[config.mk]
export PLATFORM = sky130hd
export DESIGN_NAME = mpc_phase_regs
export DESIGN_NICKNAME = d
export VERILOG_FILES = /design/src/rtl/mpc_pkg.sv /design/src/rtl/mpc_cur_filter.sv /design/src/rtl/mpc_phase_regs.sv
export SDC_FILE = /design/constraint.sdc
export NUM_CORES = 1
export LEC_CHECK = 0
export BUFFER_PORTS_ARGS = -buffer_cell sky130_fd_sc_hd__buf_2
export CAP_MARGIN = 20
export CORE_ASPECT_RATIO = 0.8
export CORE_UTILIZATION = 55
export CTS_CLUSTER_DIAMETER = 40
export DETAILED_ROUTE_END_ITERATION = 8
export PLACE_DENSITY = 0.85
export SYNTH_ARGS = -nofsm -noshare
export SYNTH_HDL_FRONTEND = slang
export SYNTH_SLANG_ARGS = --single-unit
export TNS_END_PERCENT = 10
[constraint.sdc]
create_clock -name pclk -period 6 [get_ports pclk]
set_clock_uncertainty 0.1 [all_clocks]
set_input_delay 0 -clock pclk [delete_from_list [all_inputs] [get_ports pclk]]
set_output_delay 0 -clock pclk [all_outputs]
set_load 0.03 [all_outputs]
[src/rtl/mpc_pkg.sv]
package mpc_pkg;
  // register byte offsets on the bus
  localparam logic [11:0] OFS_EVT = 12'h000;
  localparam logic [11:0] OFS_PHS = 12'h004;
  localparam logic [11:0] OFS_CFR = 12'h008;
  localparam logic [11:0] OFS_MODE = 12'h00c;
  // event control field positions
  localparam int EVT_FLAG = 7;
  localparam int EVT_HZ = 6;
  localparam int EVT_SZ = 5;
  localparam int EVT_SC = 4;
  localparam int EVT_FAST_ZERO_SAMPLING = 3;
  // current feedback field positions
  localparam int CFR_PAGE = 7;
  localparam int CFR_RST = 6;
  localparam int CFR_CFF = 3;
  localparam int CFR_CFW = 0;
  // mode register field positions
  localparam int MODE_TES = 0;
  localparam int MODE_SWA = 2;
  localparam int MODE_DAC = 3;
  localparam int MODE_PCN = 4;
  localparam int MODE_DTE = 5;
  localparam int MODE_CUR = 6;
  localparam int MODE_W = 7;
  // reset values and codes
  localparam logic [7:0] REG_RST = 8'h00;
  localparam logic [MODE_W-1:0] MODE_RST = 7'h00;
  localparam logic [1:0] TES_POSITION = 2'h0;
  localparam logic [1:0] IS_ENCODER = 2'h3;
  localparam logic [2:0] VR_EXTERNAL = 3'h7;
  // timing: blank step at the nominal peripheral rate
  localparam int PERIPH_KHZ = 4000;
  localparam int BLANK_STEP_NS = 500;
  localparam int BLANK_STEP_CYC = (BLANK_STEP_NS * PERIPH_KHZ) / 1000000;
  localparam int SAMPLE_DIV = 4;
  // blanking window states
  typedef enum logic {MPC_IDLE, MPC_BLANK} mpc_blank_e;
  // speed-sensor modes share the event register bits 7:6
  function automatic logic mpc_is_speed(input logic [1:0] timer_sensor_mode);
    return timer_sensor_mode != TES_POSITION;
  endfunction : mpc_is_speed
endpackage : mpc_pkg

[src/rtl/mpc_cur_filter.sv]
`timescale 1ns/10ps
module mpc_cur_filter
  import mpc_pkg::*;
(
  // clock and reset
  input wire logic pclk,
  input wire logic presetn,
  input wire logic soft_clr,
  // settings
  input wire logic [2:0] filter_count,
  input wire logic [2:0] blank_window,
  // comparator side
  input wire logic pwm_on,
  input wire logic over_limit,
  // results
  output logic current_event,
  output logic blanking
);
  localparam int DIV_W = $clog2(SAMPLE_DIV);
  localparam logic [DIV_W-1:0] DIV_LAST = DIV_W'(SAMPLE_DIV - 1);
  localparam logic [4:0] STEP = 5'(BLANK_STEP_CYC);

  mpc_blank_e state, next_state;
  logic [DIV_W-1:0] div, next_div;
  logic [4:0] bcnt, next_bcnt;
  logic [3:0] run, next_run;
  logic pwm_d, next_pwm_d;
  logic next_event;
  logic sample;
  logic [3:0] need;

  // quarter-rate sampling, blank window, consecutive count
  always_comb begin
    next_div = div + 1'b1;
    sample = (div == DIV_LAST);
    next_pwm_d = pwm_on;
    next_state = state;
    next_bcnt = bcnt;
    next_run = run;
    next_event = 1'b0;
    need = {1'b0, filter_count} + 4'h1;
    unique case (state)
      MPC_IDLE: begin
        if (pwm_on && !pwm_d && blank_window != 3'h0) begin
          next_state = MPC_BLANK;
          next_bcnt = 5'(blank_window * STEP) - 5'h1;
        end
      end
      MPC_BLANK: begin
        if (bcnt == 5'h0) begin
          next_state = MPC_IDLE;
        end else begin
          next_bcnt = bcnt - 5'h1;
        end
      end
    endcase
    // a blanked sample counts as below the limit
    if (sample) begin
      if (over_limit && state == MPC_IDLE) begin
        if (run < need) begin
          next_run = run + 4'h1;
          next_event = (run + 4'h1 == need);
        end
      end else begin
        next_run = 4'h0;
      end
    end
    if (soft_clr) begin
      next_state = MPC_IDLE;
      next_run = 4'h0;
      next_event = 1'b0;
    end
  end

  // registers
  always_ff @(posedge pclk or negedge presetn) begin
    if (!presetn) begin
      state <= MPC_IDLE;
      div <= '0;
      bcnt <= 5'h0;
      run <= 4'h0;
      pwm_d <= 1'b0;
      current_event <= 1'b0;
      blanking <= 1'b0;
    end else begin
      state <= next_state;
      div <= next_div;
      bcnt <= next_bcnt;
      run <= next_run;
      pwm_d <= next_pwm_d;
      current_event <= next_event;
      blanking <= (next_state == MPC_BLANK);
    end
  end
endmodule : mpc_cur_filter

[src/rtl/mpc_phase_regs.sv]
// Overview of operation
// position modes: timer overflow sets sticky top flag
// speed modes: top flag is speed error pending
// position modes: bit 6 selects hardware zero
// speed modes: bit 6 reads quadrature lead
// simulated-zero bit enables simulated zero events
// auto-switched: simulated-commutation bit picks commutation source
// zero sampled at off-time end or fast
// fast sampling forces minimum off time zero
// threshold field; all ones selects external pin
// input select routes A, B, C or encoder
// encoder mode passes A and B digitally
// channel bits apply at commutation or immediately
// channel bit off/on; meaningless with three-pwm/dead-time
// whole phase register preloaded until commutation
// phase register written as a whole byte
// page bit chooses register page at shared addresses
// soft reset bit clears all motor registers
// filter needs code+1 samples at quarter rate
// blanking window starts at each pwm turn-on
// registers reset to zero; direction bit read-only
// direct-access channel write makes commutation event
// blank window counts two cycles per step
//
// Added by the designer: the placing of the registers and the APB register port.
`timescale 1ns/10ps
module mpc_phase_regs
  import mpc_pkg::*;
(
  // clock and reset
  input wire logic pclk,
  input wire logic presetn,
  // apb slave
  input wire logic [11:0] paddr,
  input wire logic psel,
  input wire logic penable,
  input wire logic pwrite,
  input wire logic [31:0] pwdata,
  input wire logic [3:0] pstrb,
  output logic [31:0] prdata,
  output logic pready,
  output logic pslverr,
  // motor timer and position inputs
  input wire logic motor_timer_ovf,
  input wire logic speed_error,
  input wire logic position_input_a,
  input wire logic position_input_b,
  input wire logic position_input_c,
  // event sources
  input wire logic hw_zero_event,
  input wire logic sim_zero_req,
  input wire logic hw_comm_event,
  input wire logic sim_comm_req,
  input wire logic filter_sample_clock,
  input wire logic pwm_on,
  input wire logic current_over_limit,
  // events out
  output logic zero_event,
  output logic comm_event,
  output logic current_event,
  output logic current_blanking,
  // output stage and comparator control
  output logic [5:0] channel_on_off,
  output logic channel_bits_valid,
  output logic [1:0] input_select,
  output logic encoder_mode,
  output logic encoder_a,
  output logic encoder_b,
  output logic [2:0] threshold_select,
  output logic external_threshold_sel,
  output logic zero_sample_fast,
  output logic min_off_time_zero,
  output logic page_select
);
  // register state
  logic [7:0] evt, next_evt;
  logic [7:0] phs_pre, next_phs_pre;
  logic [7:0] phs_act, next_phs_act;
  logic [7:0] cfr, next_cfr;
  logic [MODE_W-1:0] mode, next_mode;
  logic dir, next_dir;
  logic a_d, pwm_d;
  logic next_zero, next_comm;
  // bus state
  logic [31:0] next_prdata, rd;
  logic next_pready, next_pslverr;
  // decode
  logic wr_acc, wr_evt, wr_phs, wr_cfr, wr_mode, soft_rst, speed, hit;
  logic comm_src, sample_ok, dac, setup;

  // write strobes; a partial write without byte lane 0 is dropped
  assign setup = psel && !penable;
  assign wr_acc = psel && penable && pready && pwrite && pstrb[0];
  assign wr_evt = wr_acc && !cfr[CFR_PAGE] && paddr == OFS_EVT;
  assign wr_phs = wr_acc && !cfr[CFR_PAGE] && paddr == OFS_PHS;
  assign wr_cfr = wr_acc && paddr == OFS_CFR;
  assign wr_mode = wr_acc && paddr == OFS_MODE;
  assign soft_rst = wr_cfr && pwdata[CFR_RST];
  assign speed = mpc_is_speed(mode[MODE_TES +: 2]);
  assign dac = mode[MODE_DAC];
  assign hit = paddr == OFS_EVT || paddr == OFS_PHS || paddr == OFS_CFR || paddr == OFS_MODE;

  // commutation source selection
  always_comb begin
    if (mode[MODE_SWA] && evt[EVT_SC]) begin
      comm_src = sim_comm_req;
    end else begin
      comm_src = hw_comm_event;
    end
  end

  // zero-crossing sample point: end of off time or fast clock
  assign sample_ok = evt[EVT_FAST_ZERO_SAMPLING] ? filter_sample_clock : (pwm_on && !pwm_d);

  // event control register
  always_comb begin
    next_evt = evt;
    if (wr_evt) begin
      next_evt[5:0] = pwdata[5:0];
      if (!speed) begin
        next_evt[EVT_HZ] = pwdata[EVT_HZ];
      end
      // software clears the flag by writing zero
      if (!pwdata[EVT_FLAG]) begin
        next_evt[EVT_FLAG] = 1'b0;
      end
    end
    // set wins over a clear in the same cycle
    if (speed ? speed_error : motor_timer_ovf) begin
      next_evt[EVT_FLAG] = 1'b1;
    end
    if (soft_rst) begin
      next_evt = REG_RST;
    end
  end

  // phase state: preload and active copies
  always_comb begin
    next_phs_pre = phs_pre;
    next_phs_act = phs_act;
    next_comm = comm_src;
    if (wr_phs) begin
      next_phs_pre = pwdata[7:0];
    end
    if (dac && wr_phs) begin
      next_phs_act = pwdata[7:0];
      next_comm = 1'b1;
    end else if (comm_src) begin
      next_phs_act = phs_pre;
    end
    if (soft_rst) begin
      next_phs_pre = REG_RST;
      next_phs_act = REG_RST;
      next_comm = 1'b0;
    end
  end

  // current feedback and mode registers
  always_comb begin
    next_cfr = cfr;
    next_mode = mode;
    if (wr_cfr) begin
      next_cfr = pwdata[7:0];
      next_cfr[CFR_RST] = 1'b0; // reset bit reads back zero
    end
    if (wr_mode) begin
      next_mode = pwdata[MODE_W-1:0];
    end
    if (soft_rst) begin
      next_cfr = REG_RST;
      next_mode = MODE_RST;
    end
  end

  // zero event and encoder direction
  always_comb begin
    next_zero = 1'b0;
    // hardware zero only counts in the position/sensorless modes
    if (!speed && evt[EVT_HZ] && hw_zero_event && sample_ok) begin
      next_zero = 1'b1;
    end
    if (evt[EVT_SZ] && sim_zero_req) begin
      next_zero = 1'b1;
    end
    // on a rise of A, a low B means A leads
    next_dir = dir;
    if (position_input_a && !a_d) begin
      next_dir = !position_input_b;
    end
    if (soft_rst) begin
      next_zero = 1'b0;
    end
  end

  // read mux; page 1 shows live state at the shared offsets
  always_comb begin
    rd = 32'h0000_0000;
    unique case (1'b1)
      paddr == OFS_EVT: begin
        if (cfr[CFR_PAGE]) begin
          rd[7:0] = phs_act;
        end else begin
          rd[7:0] = evt;
          rd[EVT_HZ] = speed ? dir : evt[EVT_HZ];
        end
      end
      paddr == OFS_PHS: begin
        if (cfr[CFR_PAGE]) begin
          rd[1:0] = {current_blanking, current_event};
        end else begin
          rd[7:0] = phs_pre;
        end
      end
      paddr == OFS_CFR: rd[7:0] = cfr;
      paddr == OFS_MODE: rd[MODE_W-1:0] = mode;
      default: rd = 32'h0000_0000;
    endcase
  end

  // apb answer: ready in the access cycle, data captured at setup
  always_comb begin
    next_pready = setup;
    next_prdata = (setup && !pwrite && hit) ? rd : 32'h0000_0000;
    next_pslverr = setup && !hit;
  end

  // bus registers
  always_ff @(posedge pclk or negedge presetn) begin
    if (!presetn) begin
      pready <= 1'b0;
      prdata <= 32'h0000_0000;
      pslverr <= 1'b0;
    end else begin
      pready <= next_pready;
      prdata <= next_prdata;
      pslverr <= next_pslverr;
    end
  end

  // motor control registers and outputs
  always_ff @(posedge pclk or negedge presetn) begin
    if (!presetn) begin
      evt <= REG_RST;
      phs_pre <= REG_RST;
      phs_act <= REG_RST;
      cfr <= REG_RST;
      mode <= MODE_RST;
      dir <= 1'b0;
      a_d <= 1'b0;
      pwm_d <= 1'b0;
      zero_event <= 1'b0;
      comm_event <= 1'b0;
      channel_on_off <= 6'h00;
      channel_bits_valid <= 1'b1;
      input_select <= 2'h0;
      encoder_mode <= 1'b0;
      encoder_a <= 1'b0;
      encoder_b <= 1'b0;
      threshold_select <= 3'h0;
      external_threshold_sel <= 1'b0;
      zero_sample_fast <= 1'b0;
      min_off_time_zero <= 1'b0;
      page_select <= 1'b0;
    end else begin
      evt <= next_evt;
      phs_pre <= next_phs_pre;
      phs_act <= next_phs_act;
      cfr <= next_cfr;
      mode <= next_mode;
      dir <= next_dir;
      a_d <= position_input_a;
      pwm_d <= pwm_on;
      zero_event <= next_zero;
      comm_event <= next_comm;
      channel_on_off <= next_phs_act[5:0];
      channel_bits_valid <= !(next_mode[MODE_PCN] || next_mode[MODE_DTE]);
      input_select <= next_phs_act[7:6];
      encoder_mode <= next_phs_act[7:6] == IS_ENCODER;
      // encoder taps bypass the analog mux
      encoder_a <= (next_phs_act[7:6] == IS_ENCODER) && position_input_a;
      encoder_b <= (next_phs_act[7:6] == IS_ENCODER) && position_input_b;
      threshold_select <= next_evt[2:0];
      external_threshold_sel <= next_evt[2:0] == VR_EXTERNAL;
      zero_sample_fast <= next_evt[EVT_FAST_ZERO_SAMPLING] && !mpc_is_speed(next_mode[MODE_TES +: 2]);
      min_off_time_zero <= next_evt[EVT_FAST_ZERO_SAMPLING];
      page_select <= next_cfr[CFR_PAGE];
    end
  end

  // current sense filter and blanking window
  mpc_cur_filter u_filter (
    .pclk(pclk),
    .presetn(presetn),
    .soft_clr(soft_rst),
    .filter_count(cfr[CFR_CFF +: 3]),
    .blank_window(cfr[CFR_CFW +: 3]),
    .pwm_on(pwm_on),
    .over_limit(current_over_limit),
    .current_event(current_event),
    .blanking(current_blanking)
  );
endmodule : mpc_phase_regs

==> impl_results.md <==
- Outcome: complete, but fails checks
- Failing checks: hold timing
- DRT Pass-1 Iters: 5
- Dpl ws: 3.30 ns
- Multi-input logic area: 0.00186 mm2
- Vias/cell: 5.67
- Share of layout cells above drive strength 1: 0.222
- Max-cap violations: 0
- Clock slew at reported path FFs: 0.08 ns
- Synth unique cells: 53
- Nets: 545
- Initial antenna violation count: 0
- Placed wire-length estimate: 6250 um
- Die ar.: 0.00744 mm2
- Synth Flop Type: dfrtp_1
- Gr ovfl total: 0
- Post-synth EDFFs: 0
- Peak supply drop: 148 uV
- Reg2Reg Launch Point: cfr[7]
- Boundary pin count: 122
- Setup crit start kind: register
- FF+latch area: 0.00180 mm2
- Synthesized area: 0.00390 mm2
- Chip height: 77.4 um
- Seq/Total Area, Yosys: 0.462
- Maximum clock frequency: 363 MHz
- Post-CTS setup buffer count: 0
- Crit Path Max Fanout: 15
- Setup TNS: 0 ns
- Met3 routed wirelength: 504 um
- Leakage power: 2.39 nW
- Placed cells: 524
- WL met1: 4090 um
- Worst rel slew slack: 0.314
- Std cell rows: 27
- Post-Synthesis Cells: 385
- Hold path start: hw_zero_event
- Total Routing Usage GR: 0.272
- Highest routed layer: met4
- Fill count: 538
- Syn Area/Cell: 10.1 um2
- Routability cong.: 0.859
- Vias in the first global route: 3151
- Antenna Nets Post-Route: 0
- Hold slack: -0.000931 ns
- Starting Density: 0.569
- Post-synthesis async set-or-reset flop share: 1.00
- Crit. End Element: register
- Worst Setup SP: cfr[7]
- Most common cell after layout, fill and taps aside: dfrtp_1
- Drt drc: 0
- Cts repair resizes: 0
- Initial DRC count: 255
- RSZ-0062 raised after global routing: false
- Total Wirelength: 9240 um
- Hold Path Class: input pin to register
- Final setup margin: 3.24 ns
- Clk root buf: clkbuf_8
- Clock Sinks: 72
- Crit path kind: register to register
- Area post-placement: 0.00419 mm2
- Period utilization: 0.459
- Metal2 WL: 4490 um
- Post-route cell area: 0.00460 mm2
- Commonest non-fill, non-tap cells in the layout: dfrtp_1, buf_2, nor2_1
- Fin. max-slew vios: 0
- Worst-Margin Slew: 1.01 ns
- Pin count of the biggest net entering global routing: 73
- Area grow syn2layout: 17.8%
- TritonCTS clock tree: done
- Clk_lat worst skew: 0.35 ns
- Antenna Cells: 0
- Final hold vios: 1
- Flops & latches, synth: 72
- WP data required: 6.13 ns
- Port Buf Inserts: 69
- H-tree lvl count: 3
- Wire length per cell: 16.5 um
- Non-filler cells, final: 561
- Pwr/cell area: 230 mW/mm2
- Clock Tree Buf Depth: 2
- Ys Warns: 0
- Via Count: 3180
- CTS Buf Count: 9
- Final setup fails: 0
- Cts-stage hold buffer count: 21
- Minimum clock period: 2.76 ns
- First-pass GRT wire length: 15200 um
- CP arrival: 2.89 ns
- Die span in x: 96.2 um
- Core area: 0.00686 mm2
## path summary, 6_finish.rpt
path | endpoint | slack, ns | cells past startpoint
setup / recovery | zero_sample_fast | 3.24 | 4
hold / removal | zero_event | -0.0009 | 5
setup reg to reg | zero_sample_fast | 3.24 | 4
hold reg to reg | u_filter.div[0] | 0.32 | 1
max in group asynchronous | input_select[1] | 4.92 | 3
min in group asynchronous | u_filter.div[0] | 0.30 | 3
## flip-flops by register name (all words and copies together) (netlist names), 2 cells and up
register          cells
u_filter.run          4
phs_pre               8
u_filter.bcnt         5
phs_act               7
u_filter.div          2
threshold_select      2
prdata                8
evt                   6
cfr                   7
mode                  7
## power breakdown
part,total (mW),switching [mW],internal (mW)
clock,0.394,0.180,0.213
sequential,0.507,0.0109,0.496
combinational,0.157,0.0995,0.0578
total,1.06,0.291,0.767
## through the flow
stage	total power, mW	hold WS, ns	util
floorplan	0.623	-0.396	-
global placement	0.653	0.0299	0.610
global route	1.10	0.0496	0.671
CTS	1.06	0.00423	0.671
finish	1.06	-0.000931	0.671
detailed placement	0.661	0.0330	0.610
## critical path, cell delays in order (launching register included)
cell and delay (ns):
dfrtp_1 0.64, nor2_1 0.71, nand3b_1 0.61, mux2i_1 0.27, a211oi_1 0.31
## area by class of cell
type                       instances  share of cell area
sequential                        72               0.392
clock inverter                     5              0.0120
timing repair buffer              92               0.124
tap                               87              0.0237
multi-input combinational        280               0.404
clock buffer                      11              0.0329
inverter                          14              0.0114
## cell usage after synthesis (2+ instances only)
cell type	number	area, um2
nor4_1	3	18.8
nor3b_1	6	45.0
o22ai_1	2	12.5
nor2_1	50	188
or4_4	2	22.5
a21oi_1	11	55.1
a211oi_1	17	128
nand3_1	11	55.1
mux2_2	5	56.3
nor3_1	3	15.0
xnor2_1	6	52.6
nand3b_1	2	15.0
mux2i_1	38	380
inv_1	13	48.8
ha_1	11	138
nand2b_1	4	25.0
nor2b_1	4	25.0
mux4_2	2	45.0
a22oi_1	5	37.5
nand4_1	2	12.5
clkbuf_1	10	37.5
o21ai_0	16	80.1
o21a_1	2	15.0
dfrtp_1	71	1780
o211ai_1	3	22.5
nand2_1	30	113
or3_1	2	12.5
buf_4	29	218
## routing by layer
layer,track usage,up-vias
met5,0,-
met4,0.110,0
met3,0.0627,19
met2,0.426,107
met1,0.364,1582
li1,-,1472
## cells by family (layout without fill, tap and decap cells)
| family | after synthesis | in the layout | synth area share |
|---|---|---|---|
| AOI/OAI and AO/OA | 62 | 62 | 0.103 |
| xor gates and xnor gates | 7 | 7 | 0.0157 |
| adders and majority gates | 11 | 11 | 0.0352 |
| buffers and inverters | 56 | 122 | 0.0839 |
| DFF | 72 | 72 | 0.462 |
| muxes | 47 | 47 | 0.131 |
| other | 1 | 24 | 0.000960 |
| and+or+nand+nor | 129 | 129 | 0.169 |
Power figures use the tool's default switching activity.
